## src/include/tciu_pkg.sv

```systemverilog
package tciu_pkg;

	localparam int unsigned NUM_CH     = 16;
	localparam int unsigned CH_W       = 4;
	localparam int unsigned LVL_W      = 3;
	localparam int unsigned ARB_W      = 4;
	localparam int unsigned ADDR_W     = 8;
	localparam int unsigned DATA_W     = 32;
	localparam int unsigned NUM_EVT    = 3;

	// register byte offsets
	localparam logic [7:0] OFS_MODULE_CFG = 8'h00;
	localparam logic [7:0] OFS_IRQ_CFG    = 8'h04;
	localparam logic [7:0] OFS_CH_ENABLE  = 8'h08;
	localparam logic [7:0] OFS_CH_STATUS  = 8'h0c;
	localparam logic [7:0] OFS_EVT_STATUS = 8'h10;
	localparam logic [7:0] OFS_EVT_MASK   = 8'h14;

	// field positions
	localparam int unsigned ARB_LSB   = 0;
	localparam int unsigned EMU_BIT   = 15;
	localparam int unsigned VBASE_LSB = 4;
	localparam int unsigned LVL_LSB   = 8;

	// event bit positions
	localparam int unsigned EVT_WON      = 0;
	localparam int unsigned EVT_LOST     = 1;
	localparam int unsigned EVT_SPURIOUS = 2;

	// reset values
	localparam logic [ARB_W-1:0]   ARB_RST   = 4'h0;
	localparam logic [CH_W-1:0]    VBASE_RST = 4'h0;
	localparam logic [LVL_W-1:0]   LVL_RST   = 3'h0;
	localparam logic [NUM_CH-1:0]  CH_RST    = 16'h0000;
	localparam logic [NUM_EVT-1:0] EVT_RST   = 3'h0;

	// serial arbitration: one bus cycle per arbitration bit, msb first
	localparam logic [1:0] ARB_FIRST_IDX = 2'h3;

	typedef struct packed {
		logic [ADDR_W-1:0] addr;
		logic [DATA_W-1:0] wdata;
		logic              wr;
		logic              rd;
	} tciu_bus_req_t;

	typedef struct packed {
		logic             valid;
		logic [LVL_W-1:0] level;
	} tciu_iack_t;

	typedef enum logic [1:0] {
		ACK_IDLE,
		ACK_ARB,
		ACK_VECTOR
	} tciu_ack_state_t;

endpackage : tciu_pkg

```

## src/rtl/tciu_top.sv

```systemverilog
// Local design decisions: the placing of the registers and strobed register access.
`timescale 1ns/100ps
// Notes on behaviour
// - sixteen channels, each with its own service request input into this block.
// - one status flag per channel, set by that channel's time function.
// - one software enable bit per channel gates its flag.
// - request raised when an enabled flag is set and level is non-zero.
// - three-bit level selects line; seven is highest, lower values lower lines.
// - level zero asserts no line at all.
// - contend only when acknowledged level equals the programmed level.
// - arbitrate by driving arbitration number bits serially, one per cycle.
// - arbitration number resets to zero.
// - winner drives vector: base nibble above channel number nibble.
module tciu_top (
	input  wire logic                          ref_clk_i,
	input  wire logic                          nrst_i,
	input  wire tciu_pkg::tciu_bus_req_t       bus_i,
	output logic [tciu_pkg::DATA_W-1:0]        rdata_o,
	input  wire logic [tciu_pkg::NUM_CH-1:0]   flag_set_i,
	output logic [6:0]                         irq_o,
	input  wire tciu_pkg::tciu_iack_t          iack_i,
	input  wire logic                          arb_line_i,
	output logic                               arb_bit_o,
	output logic                               arb_oe_o,
	output logic [7:0]                         vector_o,
	output logic                               vector_oe_o,
	output logic                               evt_irq_o
);
	import tciu_pkg::*;

	logic [ARB_W-1:0]   arb_num_q;
	logic               emu_q;
	logic [CH_W-1:0]    vbase_q;
	logic [LVL_W-1:0]   lvl_q;
	logic [NUM_CH-1:0]  enable_q;
	logic [NUM_CH-1:0]  status_q;
	logic [NUM_EVT-1:0] evt_status_q;
	logic [NUM_EVT-1:0] evt_mask_q;
	logic [NUM_EVT-1:0] evt_set;
	logic [DATA_W-1:0]  rdata_q;
	logic [DATA_W-1:0]  rdata_d;
	logic [6:0]         irq_q;
	logic [6:0]         irq_d;
	logic [NUM_CH-1:0]  pending;
	logic               any_pending;
	logic [CH_W-1:0]    lowest;
	logic [CH_W-1:0]    chan_q;
	logic [7:0]         vector_q;
	logic               vector_oe_q;
	logic               evt_irq_q;
	logic               level_match;
	logic               start_arb;
	logic               arb_busy;
	logic               arb_done;
	logic               arb_won;
	logic               arb_bit;
	tciu_ack_state_t    state_q;

	logic wr_cfg;
	logic wr_icfg;
	logic wr_en;
	logic wr_st;
	logic wr_est;
	logic wr_emask;

	assign wr_cfg   = bus_i.wr && (bus_i.addr == OFS_MODULE_CFG);
	assign wr_icfg  = bus_i.wr && (bus_i.addr == OFS_IRQ_CFG);
	assign wr_en    = bus_i.wr && (bus_i.addr == OFS_CH_ENABLE);
	assign wr_st    = bus_i.wr && (bus_i.addr == OFS_CH_STATUS);
	assign wr_est   = bus_i.wr && (bus_i.addr == OFS_EVT_STATUS);
	assign wr_emask = bus_i.wr && (bus_i.addr == OFS_EVT_MASK);

	always_ff @(posedge ref_clk_i) begin
		if (!nrst_i) begin
			arb_num_q <= ARB_RST;
			emu_q     <= 1'b0;
		end else if (wr_cfg) begin
			arb_num_q <= bus_i.wdata[ARB_LSB +: ARB_W];
			emu_q     <= bus_i.wdata[EMU_BIT];
		end
	end

	// vector base resets to zero; software must load it before enabling channels
	always_ff @(posedge ref_clk_i) begin
		if (!nrst_i) begin
			vbase_q <= VBASE_RST;
			lvl_q   <= LVL_RST;
		end else if (wr_icfg) begin
			vbase_q <= bus_i.wdata[VBASE_LSB +: CH_W];
			lvl_q   <= bus_i.wdata[LVL_LSB +: LVL_W];
		end
	end

	always_ff @(posedge ref_clk_i) begin
		if (!nrst_i) begin
			enable_q <= CH_RST;
		end else if (wr_en) begin
			enable_q <= bus_i.wdata[NUM_CH-1:0];
		end
	end

	// per channel flag: write one clears, a set in the same cycle wins
	genvar g;
	generate
		for (g = 0; g < NUM_CH; g++) begin : g_ch
			always_ff @(posedge ref_clk_i) begin
				if (!nrst_i) begin
					status_q[g] <= 1'b0;
				end else if (flag_set_i[g]) begin
					status_q[g] <= 1'b1;
				end else if (wr_st && bus_i.wdata[g]) begin
					status_q[g] <= 1'b0;
				end
			end
			assign pending[g] = status_q[g] && enable_q[g];
		end
	endgenerate

	assign any_pending = |pending;

	always_comb begin
		lowest = 4'h0;
		for (int i = NUM_CH - 1; i >= 0; i--) begin
			if (pending[i]) begin
				lowest = i[CH_W-1:0];
			end
		end
	end

	// one line per level; line index is level minus one
	always_comb begin
		irq_d = 7'h00;
		if (any_pending && (lvl_q != 3'h0)) begin
			irq_d[lvl_q - 3'h1] = 1'b1;
		end
	end

	// request stays up after an acknowledge while any enabled flag pends
	always_ff @(posedge ref_clk_i) begin
		if (!nrst_i) begin
			irq_q <= 7'h00;
		end else begin
			irq_q <= irq_d;
		end
	end

	// host only acknowledges levels above its mask, so level match is enough
	assign level_match = iack_i.valid && (iack_i.level == lvl_q) && (lvl_q != 3'h0);
	// a zero arbitration number loses to any nonzero rival, so it does not contend
	assign start_arb   = (state_q == ACK_IDLE) && level_match && any_pending
	                   && (arb_num_q != 4'h0);

	tciu_serial_arb u_arb (
		.ref_clk_i (ref_clk_i),
		.nrst_i    (nrst_i),
		.start_i   (start_arb),
		.arb_num_i (arb_num_q),
		.line_i    (arb_line_i),
		.bit_o     (arb_bit),
		.busy_o    (arb_busy),
		.done_o    (arb_done),
		.won_o     (arb_won)
	);

	always_ff @(posedge ref_clk_i) begin
		if (!nrst_i) begin
			state_q <= ACK_IDLE;
			chan_q  <= 4'h0;
		end else begin
			case (state_q)
				ACK_IDLE: begin
					if (start_arb) begin
						chan_q  <= lowest;
						state_q <= ACK_ARB;
					end
				end
				ACK_ARB: begin
					if (arb_done) begin
						state_q <= arb_won ? ACK_VECTOR : ACK_IDLE;
					end
				end
				ACK_VECTOR: begin
					state_q <= ACK_IDLE;
				end
				default: begin
					state_q <= ACK_IDLE;
				end
			endcase
		end
	end

	always_ff @(posedge ref_clk_i) begin
		if (!nrst_i) begin
			vector_q    <= 8'h00;
			vector_oe_q <= 1'b0;
		end else if ((state_q == ACK_ARB) && arb_done && arb_won) begin
			vector_q    <= {vbase_q, chan_q};
			vector_oe_q <= 1'b1;
		end else begin
			vector_q    <= 8'h00;
			vector_oe_q <= 1'b0;
		end
	end

	assign evt_set[EVT_WON]      = (state_q == ACK_ARB) && arb_done && arb_won;
	assign evt_set[EVT_LOST]     = (state_q == ACK_ARB) && arb_done && !arb_won;
	assign evt_set[EVT_SPURIOUS] = (state_q == ACK_IDLE) && level_match && !any_pending;

	always_ff @(posedge ref_clk_i) begin
		if (!nrst_i) begin
			evt_status_q <= EVT_RST;
		end else begin
			evt_status_q <= evt_set | (evt_status_q & ~({NUM_EVT{wr_est}} & bus_i.wdata[NUM_EVT-1:0]));
		end
	end

	always_ff @(posedge ref_clk_i) begin
		if (!nrst_i) begin
			evt_mask_q <= EVT_RST;
		end else if (wr_emask) begin
			evt_mask_q <= bus_i.wdata[NUM_EVT-1:0];
		end
	end

	always_ff @(posedge ref_clk_i) begin
		if (!nrst_i) begin
			evt_irq_q <= 1'b0;
		end else begin
			evt_irq_q <= |(evt_status_q & evt_mask_q);
		end
	end

	always_comb begin
		rdata_d = '0;
		if (bus_i.addr == OFS_MODULE_CFG) begin
			rdata_d[ARB_LSB +: ARB_W] = arb_num_q;
			rdata_d[EMU_BIT]          = emu_q;
		end else if (bus_i.addr == OFS_IRQ_CFG) begin
			rdata_d[VBASE_LSB +: CH_W] = vbase_q;
			rdata_d[LVL_LSB +: LVL_W]  = lvl_q;
		end else if (bus_i.addr == OFS_CH_ENABLE) begin
			rdata_d[NUM_CH-1:0] = enable_q;
		end else if (bus_i.addr == OFS_CH_STATUS) begin
			rdata_d[NUM_CH-1:0] = status_q;
		end else if (bus_i.addr == OFS_EVT_STATUS) begin
			rdata_d[NUM_EVT-1:0] = evt_status_q;
		end else if (bus_i.addr == OFS_EVT_MASK) begin
			rdata_d[NUM_EVT-1:0] = evt_mask_q;
		end
	end

	// read data only in the cycle after the strobe, zero otherwise
	always_ff @(posedge ref_clk_i) begin
		if (!nrst_i) begin
			rdata_q <= '0;
		end else begin
			rdata_q <= bus_i.rd ? rdata_d : '0;
		end
	end

	assign rdata_o     = rdata_q;
	assign irq_o       = irq_q;
	assign arb_bit_o   = arb_bit;
	assign arb_oe_o    = arb_busy;
	assign vector_o    = vector_q;
	assign vector_oe_o = vector_oe_q;
	assign evt_irq_o   = evt_irq_q;

	property p_irq_zero_level;
		@(posedge ref_clk_i) disable iff (!nrst_i)
		(lvl_q == 3'h0) |=> (irq_o == 7'h00);
	endproperty
	a_irq_zero_level: assert property (p_irq_zero_level) else $error("line asserted at level zero");

	property p_irq_onehot;
		@(posedge ref_clk_i) disable iff (!nrst_i)
		(any_pending && lvl_q != 3'h0) |=> (irq_o == (7'h01 << ($past(lvl_q) - 3'h1)));
	endproperty
	a_irq_onehot: assert property (p_irq_onehot) else $error("wrong request line");

	property p_irq_needs_pending;
		@(posedge ref_clk_i) disable iff (!nrst_i)
		!any_pending |=> (irq_o == 7'h00);
	endproperty
	a_irq_needs_pending: assert property (p_irq_needs_pending) else $error("request without enabled flag");

	property p_flag_sets;
		@(posedge ref_clk_i) disable iff (!nrst_i)
		(flag_set_i != 16'h0000) |=> ((status_q & $past(flag_set_i)) == $past(flag_set_i));
	endproperty
	a_flag_sets: assert property (p_flag_sets) else $error("flag set lost");

	property p_enable_gates;
		@(posedge ref_clk_i) disable iff (!nrst_i)
		(enable_q == 16'h0000) |=> (irq_o == 7'h00);
	endproperty
	a_enable_gates: assert property (p_enable_gates) else $error("disabled flag pending");

	property p_contend_match;
		@(posedge ref_clk_i) disable iff (!nrst_i)
		start_arb |-> (iack_i.level == lvl_q && arb_num_q != 4'h0);
	endproperty
	a_contend_match: assert property (p_contend_match) else $error("contended on wrong level");

	property p_arb_bounded;
		@(posedge ref_clk_i) disable iff (!nrst_i)
		start_arb |=> arb_oe_o ##[1:4] arb_done;
	endproperty
	a_arb_bounded: assert property (p_arb_bounded) else $error("arbitration not serial in four bits");

	property p_arb_msb_first;
		@(posedge ref_clk_i) disable iff (!nrst_i)
		start_arb |=> (arb_bit_o == $past(arb_num_q[3]));
	endproperty
	a_arb_msb_first: assert property (p_arb_msb_first) else $error("first arbitration bit wrong");

	property p_arb_reset;
		@(posedge ref_clk_i)
		!nrst_i |=> (arb_num_q == 4'h0);
	endproperty
	a_arb_reset: assert property (p_arb_reset) else $error("arbitration number not cleared");

	property p_vector_value;
		@(posedge ref_clk_i) disable iff (!nrst_i)
		vector_oe_o |-> (vector_o == {$past(vbase_q), chan_q});
	endproperty
	a_vector_value: assert property (p_vector_value) else $error("bad vector");

	property p_lowest_chan;
		@(posedge ref_clk_i) disable iff (!nrst_i)
		start_arb |=> (chan_q == $past(lowest));
	endproperty
	a_lowest_chan: assert property (p_lowest_chan) else $error("not lowest channel");

	property p_vector_after_win;
		@(posedge ref_clk_i) disable iff (!nrst_i)
		(state_q == ACK_ARB && arb_done && arb_won) |=> vector_oe_o ##1 !vector_oe_o;
	endproperty
	a_vector_after_win: assert property (p_vector_after_win) else $error("vector not one cycle");

	c_win: cover property (@(posedge ref_clk_i) disable iff (!nrst_i) evt_set[EVT_WON]);
	c_lose: cover property (@(posedge ref_clk_i) disable iff (!nrst_i) evt_set[EVT_LOST]);
	c_spurious: cover property (@(posedge ref_clk_i) disable iff (!nrst_i) evt_set[EVT_SPURIOUS]);
	c_level7: cover property (@(posedge ref_clk_i) disable iff (!nrst_i) irq_o[6]);

endmodule : tciu_top

```

## src/rtl/tciu_serial_arb.sv

```systemverilog
`timescale 1ns/100ps
module tciu_serial_arb (
	input  wire logic                       ref_clk_i,
	input  wire logic                       nrst_i,
	input  wire logic                       start_i,
	input  wire logic [tciu_pkg::ARB_W-1:0] arb_num_i,
	input  wire logic                       line_i,
	output logic                            bit_o,
	output logic                            busy_o,
	output logic                            done_o,
	output logic                            won_o
);
	import tciu_pkg::*;

	logic [ARB_W-1:0] num_q;
	logic [1:0]       idx_q;
	logic             bit_q;
	logic             busy_q;
	logic             done_q;
	logic             won_q;

	// number is frozen at start so a register write cannot corrupt a contest
	always_ff @(posedge ref_clk_i) begin
		if (!nrst_i) begin
			num_q  <= ARB_RST;
			idx_q  <= 2'h0;
			bit_q  <= 1'b0;
			busy_q <= 1'b0;
			done_q <= 1'b0;
			won_q  <= 1'b0;
		end else begin
			done_q <= 1'b0;
			if (start_i) begin
				num_q  <= arb_num_i;
				idx_q  <= ARB_FIRST_IDX;
				bit_q  <= arb_num_i[ARB_FIRST_IDX];
				busy_q <= 1'b1;
			end else if (busy_q) begin
				if (!bit_q && line_i) begin
					busy_q <= 1'b0;
					bit_q  <= 1'b0;
					done_q <= 1'b1;
					won_q  <= 1'b0;
				end else if (idx_q == 2'h0) begin
					busy_q <= 1'b0;
					bit_q  <= 1'b0;
					done_q <= 1'b1;
					won_q  <= 1'b1;
				end else begin
					idx_q <= idx_q - 2'h1;
					bit_q <= num_q[idx_q - 2'h1];
				end
			end
		end
	end

	assign bit_o  = bit_q;
	assign busy_o = busy_q;
	assign done_o = done_q;
	assign won_o  = won_q;

endmodule : tciu_serial_arb

```

## config.mk

```make
export PLATFORM = sky130hd
export DESIGN_NAME = tciu_top
export DESIGN_NICKNAME = d
export VERILOG_FILES = /design/src/include/tciu_pkg.sv /design/src/rtl/tciu_top.sv /design/src/rtl/tciu_serial_arb.sv
export SDC_FILE = /design/constraint.sdc
export NUM_CORES = 1
export LEC_CHECK = 0
export BUFFER_PORTS_ARGS = -buffer_cell sky130_fd_sc_hd__buf_2
export CAP_MARGIN = 20
export CORE_MARGIN = 2
export CORE_UTILIZATION = 25
export DETAILED_ROUTE_END_ITERATION = 8
export PLACE_DENSITY = 0.55
export SLEW_MARGIN = 25
export SYNTH_ARGS = -nofsm -noshare
export SYNTH_HDL_FRONTEND = slang
export SYNTH_SLANG_ARGS = --single-unit
```

## constraint.sdc

```tcl
create_clock -name ref_clk_i -period 3.1 [get_ports ref_clk_i]
set_input_delay 0 -clock ref_clk_i [delete_from_list [all_inputs] [get_ports ref_clk_i]]
set_output_delay 0 -clock ref_clk_i [all_outputs]
set_load 0.01 [all_outputs]
```

==> metrics.txt, run 1 <==
input/output buffers 83; Clock Path Buffers 2; I/O pin total approximately 120; VDD IR max 0.2307 mV; worst skew pair latency about 350 ps; CTS tree built; HP Class in -> reg; area delta synth->final 28.55%; WL final 11.67 mm; PwrDens 485.5 nW/µm²; Synth Area in Simple Gates 0.1744; post-route ant nets 0; Root Buffer clkbuf_16; DP HPWL between 8 and 9 mm; clk_skew about 8.7 ps; Post-synth EDFFs 0; CP bufs+invs 1; Layout fillers 1727; drt via density 4.642; clk slew on worst S/H paths about 70 ps; post-synthesis xor/xnor area fraction 0.01244; Overall Power between 2 and 3 mW; cell area after synthesis 4225 µm²; CP startpoint kind register; mux share of post-synthesis cell area 0.06219; DR iter-0 viols 212; busiest grt layer met2; CP max-delay cell dfxtp_1; Seq cells post-synth between 90 and 100; status finished clean; vias in the first global route 3589; final hold violation count 0; CP arrival between 2000 and 2500 ps; Die W around 130 µm; switching share of power 0.2150; actual slew at the worst max-slew pin between 700 and 800 ps; Clock Sinks 99; initial antenna violation count 0; Final Cycle Share 0.7006; syn avg cell area 9.106 µm²; top_reg_cell synth dfxtp_1; post-synthesis compound-gate area fraction 0.2150; largest family of logic cells by synthesized area compound AO/OA/AOI/OAI gates; WS Path Type reg -> reg; CP endpoint kind register; GRT overflow 0; combinational share of power 0.062; Reg area around 2000 µm²; sequential share of power 0.496; Tmin final 2172 ps; P_leak 2.188 nW; CP top delay family simple AND/OR/NAND/NOR gates; Critical Path RT 3390 ps; wire per inst 14.70 µm; first-pass GRT wire length 18.48 mm; setup TNS 0 ps; CP max stage delay 490 ps; number of remaining DRC errors 0; final worst setup slack between 900 and 1000 ps; largest net degree at the start of global routing 41; Ys Warns 0; row cnt 47; TritonCTS Buffers 9; Gate Count Post-Synth 464; gp weighted congestion between 0.8 and 0.9; Net Sw Power 566.8 µW; FMAX 0.4604 GHz; Synth Area in Adders 0.008884; multi-input logic area around 2100 µm²; layout cells sized above 1 0.2038; router iterations before antenna repair 5; P_int 2.070 mW; Final Max Slew Viols 0; met2 usage 0.2091; met3 usage 0.03553; fin util 0.3287; Initial Util 0.2557; CP cell instances inv_1 > ha_1 > nand2b_1 > and3_1 > nand3_1 > nor2_1 > o221a_2; Seq/Total Area, Yosys 0.4691; Final nets 638; slew margin rel. 0.4654; Hold Slack 100.4 ps; post-synth cell types 56; CP max FO 9; clock share of power 0.442; CTS H-Tree Depth 3; gr usage total 0.1326; die area 17960 µm²; RSZ-0062 raised after global routing false; final-report setup violation count 0; core area ~17000 µm²; Max-Cap Viols 0; # diodes 0; worst slack, placed 930.3 ps; Die H 134.0 µm; met1 usage 0.1795; Async SR Flop Fraction 0; routed vias 3686
## tightest hold or removal path, stage by stage
cell      delay (ps)
buf_2            110
nand3_1           70
a211oi_1          90
nand2_1           80
a21oi_1           50
## sequential cells by signal, summed over array words and instances (netlist names), 3 cells and up
| name | flops |
|---|---|
| lvl_q | 3 |
| u_arb.num_q | 4 |
| status_q | 16 |
| chan_q | 4 |
| arb_num_q | 4 |
| evt_mask_q | 3 |
| vector_o | 8 |
| evt_status_q | 3 |
| irq_o | 7 |
| enable_q | 16 |
| rdata_o | 16 |
| vbase_q | 4 |
## Yosys cell counts (2+ instances only)
| cell type | count | area share |
|---|---|---|
| dfxtp_1 | 99 | 0.47 |
| nand2_1 | 64 | 0.057 |
| nor2_1 | 34 | 0.030 |
| a21oi_1 | 32 | 0.038 |
| a22oi_1 | 21 | 0.037 |
| o21a_1 | 21 | 0.037 |
| clkbuf_1 | 19 | 0.017 |
| a21boi_0 | 16 | 0.028 |
| buf_4 | 16 | 0.028 |
| mux2i_1 | 15 | 0.036 |
| and2_1 | 11 | 0.016 |
| o21ai_0 | 11 | 0.013 |
| nand3_1 | 10 | 0.012 |
| mux2_2 | 8 | 0.021 |
| and3_1 | 6 | 0.0089 |
| inv_1 | 6 | 0.0053 |
| nor3_1 | 5 | 0.0059 |
| xnor2_1 | 5 | 0.010 |
| a22o_1 | 4 | 0.0083 |
| buf_2 | 4 | 0.0047 |
| o211ai_1 | 4 | 0.0071 |
| o2bb2ai_1 | 4 | 0.0083 |
| a211oi_1 | 3 | 0.0053 |
| a221oi_1 | 3 | 0.0062 |
| ha_1 | 3 | 0.0089 |
| nor2b_1 | 3 | 0.0044 |
| and3b_1 | 2 | 0.0041 |
| and4_1 | 2 | 0.0041 |
| buf_1 | 2 | 0.0018 |
| nor3_2 | 2 | 0.0047 |
| nor3b_1 | 2 | 0.0036 |
| nor4_1 | 2 | 0.0030 |
| o221a_2 | 2 | 0.0053 |
## final cells by class
| class | instances | share of cell area |
|---|---|---|
| repair buffers | 121 | 0.1447 |
| multi-input cells | 333 | 0.3789 |
| clock buffers | 10 | 0.04216 |
| inverters | 6 | 0.004147 |
| flip-flops and latches | 99 | 0.3649 |
| well taps | 220 | 0.05068 |
| clock inverters | 5 | 0.01451 |
## metrics by stage
| step | cell area, µm² | cells |
|---|---|---|
| floorplan | 4282 | 479 |
| CTS | 5431 | 794 |
| global route | 5431 | 794 |
| finish | 5431 | 794 |
| global placement | 4783 | 745 |
| detailed placement | 4783 | 745 |
## repair_timing
item                                    in CTS  in global routing
hold buffers                                34                  0
endpoints found under the setup margin       0                  0
endpoints found under the hold margin       47                  0
resized for setup                            0                  0
setup buffers                                0                  0
## final timing paths
kind,depth (start not counted),to,startpoint,slack (ps)
min reg2reg,2,chan_q[0],chan_q[0],470
min,5,u_arb.num_q[1],iack_i[3],100
max reg2reg,7,u_arb.won_o,lvl_q[0],930
max,7,u_arb.won_o,lvl_q[0],930
## power groups by stage
stage	Clock (mW)	Sequential, mW	Combinational [mW]
after CTS	1.20	1.31	0.164
after floorplan	0	1.33	0.0869
after global routing	1.26	1.31	0.179
final	1.17	1.31	0.164
after detailed placement	0	1.34	0.130
after global placement	0	1.33	0.129
## cell families after synthesis
group	after synthesis
buf+inv	47
other cells	1
mux	24
compound gates	131
flops	99
fa+ha+maj	3
xor+xnor	6
simple gates	153
## cells in the final DEF, fill, tap and decap left out, types with 2 or more instances in the layout
master / count
dfxtp_1: 99
buf_2: 83
nand2_1: 64
nor2_1: 34
dlygate4sd3_1: 34
a21oi_1: 32
a22oi_1: 21
o21a_1: 21
a21boi_0: 16
conb_1: 16
mux2i_1: 15
and2_1: 11
o21ai_0: 11
nand3_1: 10
clkbuf_16: 9
mux2_2: 8
inv_1: 6
and3_1: 6
xnor2_1: 5
nor3_1: 5
a22o_1: 4
o211ai_1: 4
o2bb2ai_1: 4
buf_4: 4
nor2b_1: 3
a211oi_1: 3
a221oi_1: 3
ha_1: 3
nor3_2: 2
and4_1: 2
nor3b_1: 2
nor4_1: 2
and3b_1: 2
o221a_2: 2
bufinv_16: 2
clkinv_2: 2
## routing by layer
metal  wire length (µm)  part of all wire
met2               5344              0.46
met4                168             0.014
met5                  0                 0
met1               5583              0.48
met3                577             0.049
Note: power is estimated with default switching activity, not from simulation.
==> inputs of run 2 (changes only) <==
==> constraint.sdc (replaced) <==
create_clock -name ref_clk_i -period 2 [get_ports ref_clk_i]
set_input_delay 0 -clock ref_clk_i [delete_from_list [all_inputs] [get_ports ref_clk_i]]
set_output_delay 0 -clock ref_clk_i [all_outputs]
set_load 0.01 [all_outputs]
==> run 2 against run 1 <==
Against the previous run: combinational power is 78% higher; clock skew up 1.8 ps; die area unchanged; non-clock buffer count is 33 higher; global-route usage is 0.94 points higher; cell area up 4.8%; clock power is 61% higher.
==> metrics.txt, run 2 (synthesis gave the netlist of run 1 again) <==
worst reg-to-reg setup slack 140 ps; final worst setup slack 53.16 ps; Layout fillers between 1500 and 2000; DP HPWL 9.428 mm; routed vias ~3900; core area 16520 µm²; post-route ant nets 0; final hold violation count 0; RSZ-0062 raised after global routing false; # diodes 0; P_leak 2.349 nW; CP endpoint kind register; WS Path Type in -> reg; CP startpoint bus_i[39]; Final Cycle Share 0.9734; most frequent cells in the layout dfxtp_1 (99), buf_2 (83), nand2_1 (64); CP max FO 6; input/output buffers 83; Critical Path RT approximately 2200 ps; wire per inst roughly 15 µm; postcts setup bufs 0; HP Class in -> reg; worst skew pair latency 350 ps; initial antenna violation count 0; reg2reg end irq_o[6]; die area 17960 µm²; first-pass GRT wire length between 15 and 20 mm; Final Max Slew Viols 0; clk_skew 10.52 ps; CTS H-Tree Depth 3; final-report setup violation count 0; number of remaining DRC errors 0; WL final about 12 mm; CP startpoint kind primary input; CP arrival 2180 ps; Area after DPL 5031 µm²; layout cells sized above 1 0.2484; router iterations before antenna repair 4; FMAX 0.5137 GHz; gp weighted congestion 0.8279; PwrDens 736.1 nW/µm²; Die H 134.0 µm; status finished clean; R2R depth 6; Die W 134.0 µm; Worst Setup EP status_q[14]; Root Buffer clkbuf_16; most common cell after layout, fill and taps aside dfxtp_1; worst slack, placed between 50 and 60 ps; Overall Power 4.190 mW; gr usage total 0.1420; largest net degree at the start of global routing 28; DR iter-0 viols 198; multi-input logic area approximately 2100 µm²; slew margin rel. 0.6494; clk slew on worst S/H paths about 70 ps; Crit Reg-Reg Startpoint enable_q[7]; actual slew at the worst max-slew pin approximately 520 ps; Reg area 1982 µm²; vias in the first global route 3793; TritonCTS Buffers 9; Initial Util 0.2557; Post-Layout Inst Area between 5000 and 6000 µm²; Clock Path Buffers 2; area delta synth->final 34.71%; setup TNS 0 ps; Max-Cap Viols 0; Final nets around 670; Clock Sinks 99; Tmin final 1947 ps; CTS tree built; GRT overflow 0; I/O pin total 116; row cnt 47; VDD IR max 0.4387 mV; drt via density 4.655
## run 2: cell types whose count changed in the layout (fill, tap and decap cells not counted)
cell,change
buf_4,+33
nor2_2,+1
nor2_1,-1
clkbuf_1,+1
inv_6,+1
clkinv_2,-2
clkinvlp_4,+1
## run 2: per-layer routing
layer,track usage,part of all wire,vias up
met1,0.1887,0.45,1812
met5,0,0,-
met4,0.04728,0.016,0
li1,-,-,1893
met3,0.02759,0.067,17
met2,0.2316,0.47,132
## run 2: worst min path at each step
stage | from | endpoint | slack (ps) | cells after the start
global route | bus_i[37] | rdata_o[15] | 140 | 3
CTS | bus_i[37] | rdata_o[15] | 100 | 3
detailed placement | flag_set_i[10] | status_q[10] | 210 | 2
finish | bus_i[37] | rdata_o[15] | 100 | 3
floorplan | flag_set_i[7] | status_q[7] | 120 | 1
global placement | flag_set_i[8] | status_q[8] | 210 | 2
## run 2: cell type report
type	instances	share of cell area
clock inverter	5	0.01495
tap	220	0.04836
clock buffer	11	0.04089
timing repair buffer	154	0.1816
sequential	99	0.3482
inverter	6	0.003957
multi-input combinational	333	0.3621
## run 2: where the power goes
| group | leakage (nW) | total, mW | switching, mW | internal (mW) |
|---|---|---|---|---|
| clock network | 0.150 | 1.88 | 0.779 | 1.10 |
| registers | 0.802 | 2.01 | 0.0197 | 1.99 |
| logic | 1.40 | 0.292 | 0.144 | 0.148 |
| total | 2.35 | 4.19 | 0.943 | 3.25 |
## run 2: worst max-delay path: stages
cell and delay [ps]:
buf_2 100, or4_4 580, nor3_2 220, and2_1 310, buf_4 200, a21boi_0 80
o21a_1 170, dlygate4sd3_1 540
## run 2: per-stage QoR
stage          cells  utilization  hold WS [ps]
2_1_floorplan    479            -         123.8
3_3_place_gp     778       0.3045         211.0
3_5_place_dp     778       0.3045         214.1
4_1_cts          828       0.3443         98.08
5_1_grt          828       0.3444         144.6
6_report         828       0.3444         102.7
## run 2: repair_timing
item                                    in CTS  in global routing
hold buffers                                34                  0
endpoints found under the setup margin       0                  1
endpoints found under the hold margin       52                  0
gates resized for setup                      0                  1
==> inputs of run 3 (changes only) <==
--- a/config.mk
+++ b/config.mk
@@ -8,9 +8,9 @@
 export BUFFER_PORTS_ARGS = -buffer_cell sky130_fd_sc_hd__buf_2
 export CAP_MARGIN = 20
 export CORE_MARGIN = 2
-export CORE_UTILIZATION = 25
+export CORE_UTILIZATION = 35
 export DETAILED_ROUTE_END_ITERATION = 8
-export PLACE_DENSITY = 0.55
+export PLACE_DENSITY = 0.68
 export SLEW_MARGIN = 25
 export SYNTH_ARGS = -nofsm -noshare
 export SYNTH_HDL_FRONTEND = slang
==> run 3 against run 2 <==
Against the previous run: register-to-register slack better by 20 ps; maximum frequency up 5.8%; combinational power down 5%; global-route usage up 3.6 points; final cell count down 9.9%; routed wire length down 8.6%; clock skew down 5.0 ps; via count down 0.96%; first-iteration DRC count up 29%; critical endpoint is now u_arb.bit_o.
==> metrics.txt, run 3 (synthesis gave the netlist of run 1 again) <==
layout cells sized above 1 0.2421; Final Max Slew Viols 0; CTS tree built; gr usage total 0.1784; CP max FO 7; Tmin final 1840 ps; Critical Path RT 2260 ps; initial antenna violation count 0; status finished clean; Hold Path Depth 3; Die H 113.9 µm; Hold Path End u_arb.done_o; CP arrival 2100 ps; first-pass GRT wire length 17.92 mm; drt via density approximately 5.1; Die W 113.9 µm; area delta synth->final 30.32%; setup TNS 0 ps; Placed Cells incl. Taps 700; most common cell after layout, fill and taps aside dfxtp_1; Post-Layout Inst Area 5507 µm²; R2R depth 5; Hold Slack 21.33 ps; I/O pin total 116; Initial Util 0.3547; fin util 0.4623; PwrDens between 700 and 800 nW/µm²; Root Buffer clkbuf_16; DR iter-0 viols about 260; CP endpoint kind register; number of remaining DRC errors 0; WS Path Type reg -> reg; Clock Path Buffers 2; clk slew on worst S/H paths 60 ps; row cnt 40; FMAX approximately 0.54 GHz; Layout fillers 1161; worst skew pair latency 340 ps; die area ~13000 µm²; post-route ant nets 0; slew margin rel. 0.6336; DP HPWL 8.433 mm; GRT overflow 0; worst reg-to-reg setup slack 160 ps; largest net degree at the start of global routing 22; Area after DPL 4902 µm²; vias in the first global route 3636; CP cell instances a22oi_1 > and4_1 > nand2_1 > a22o_1 > a211oi_1; CP startpoint kind register; input/output buffers 83; final hold violation count 0; HP Class in -> reg; # diodes 0; CP max-delay cell a22oi_1; min-delay src nrst_i; Clock Sinks between 90 and 100; CP bufs+invs 0; WL final 11.38 mm; routed vias 3817; clk_skew about 5.5 ps; router iterations before antenna repair 6; actual slew at the worst max-slew pin 548.9 ps; Crit Reg-Reg Startpoint enable_q[0]; postcts setup bufs 0; wire per inst 15.26 µm; most frequent cells in the layout dfxtp_1 (99), buf_2 (83), nand2_1 (64); gp weighted congestion roughly 0.86; CP max stage delay 370 ps; CTS H-Tree Depth 3; Max-Cap Viols 0; final-report setup violation count 0; Final Cycle Share 0.9201; reg2reg end u_arb.bit_o; TritonCTS Buffers 9; RSZ-0062 raised after global routing false; Final nets 664; CP top delay family compound AO/OA/AOI/OAI gates; P_leak approximately 2.3 nW; fin cells 746; VDD IR max roughly 0.29 mV; core area 11910 µm²
-- run 3: changes by cell type in the layout (fill, tap and decap cells not counted) --
cell | previous run | this run
inv_6 | 1 | 0
nor3_2 | 2 | 3
nor2_2 | 1 | 0
bufinv_16 | 2 | 0
dlygate4sd3_1 | 34 | 32
nor3_1 | 5 | 4
clkinvlp_4 | 1 | 0
nor2_1 | 33 | 34
clkbuf_1 | 2 | 1
clkbuf_8 | 0 | 3
buf_4 | 37 | 32
-- run 3: layout make-up --
cell class	count	area [µm²]	share of cell area
clock inverters	1	8.758	0.001591
clock buffers	13	270.3	0.04908
multi-input cells	333	2063	0.3747
inverters	6	22.52	0.004090
flip-flops and latches	99	1982	0.3599
well taps	147	183.9	0.03340
repair buffers	147	975.9	0.1772
-- run 3: through the flow --
| stage | worst slack, ps | total power, mW |
|---|---|---|
| 2_1_floorplan | 146.8 | 2.192 |
| 3_3_place_gp | 185.8 | 2.284 |
| 3_5_place_dp | 120.1 | 2.288 |
| 4_1_cts | 170.7 | 3.947 |
| 5_1_grt | 22.09 | 4.049 |
| 6_report | 159.8 | 3.912 |
-- run 3: routing by layer --
| layer | vias to the layer above | track usage | wire length (µm) | share of wire |
|---|---|---|---|---|
| li1 | 1874 | - | - | - |
| met1 | 1773 | 0.2248 | 5000 | 0.44 |
| met2 | 154 | 0.3014 | 5409 | 0.48 |
| met3 | 16 | 0.04782 | 801 | 0.070 |
| met4 | 0 | 0.05122 | 172 | 0.015 |
| met5 | - | 0 | 0 | 0 |
-- run 3: worst min-delay path, stage by stage --
cell and delay (ps):
buf_2 190, nand2_1 100, nor3_1 40
-- run 3: worst max path at each step --
| stage | startpoint | to | cells after the start |
|---|---|---|---|
| 2_1_floorplan | lvl_q[0] | u_arb.won_o | 8 |
| 4_1_cts | status_q[15] | irq_o[2] | 6 |
| 3_5_place_dp | bus_i[39] | evt_status_q[1] | 6 |
| 6_report | enable_q[0] | u_arb.bit_o | 5 |
| 3_3_place_gp | bus_i[39] | evt_status_q[0] | 6 |
| 5_1_grt | lvl_q[1] | u_arb.won_o | 7 |
-- run 3: what timing repair did --
| item | in CTS | in global routing |
|---|---|---|
| gates resized for setup | 0 | 1 |
| endpoints found under the setup margin | 0 | 1 |
| hold buffers | 32 | 0 |
| endpoints found under the hold margin | 45 | 0 |
-- run 3: report_power, final --
part           internal (mW)  switching [mW]  leakage, nW
Clock                  0.933           0.682        0.138
Combinational          0.141           0.137         1.36
Sequential              2.00          0.0231        0.802
Total                   3.07           0.842         2.30
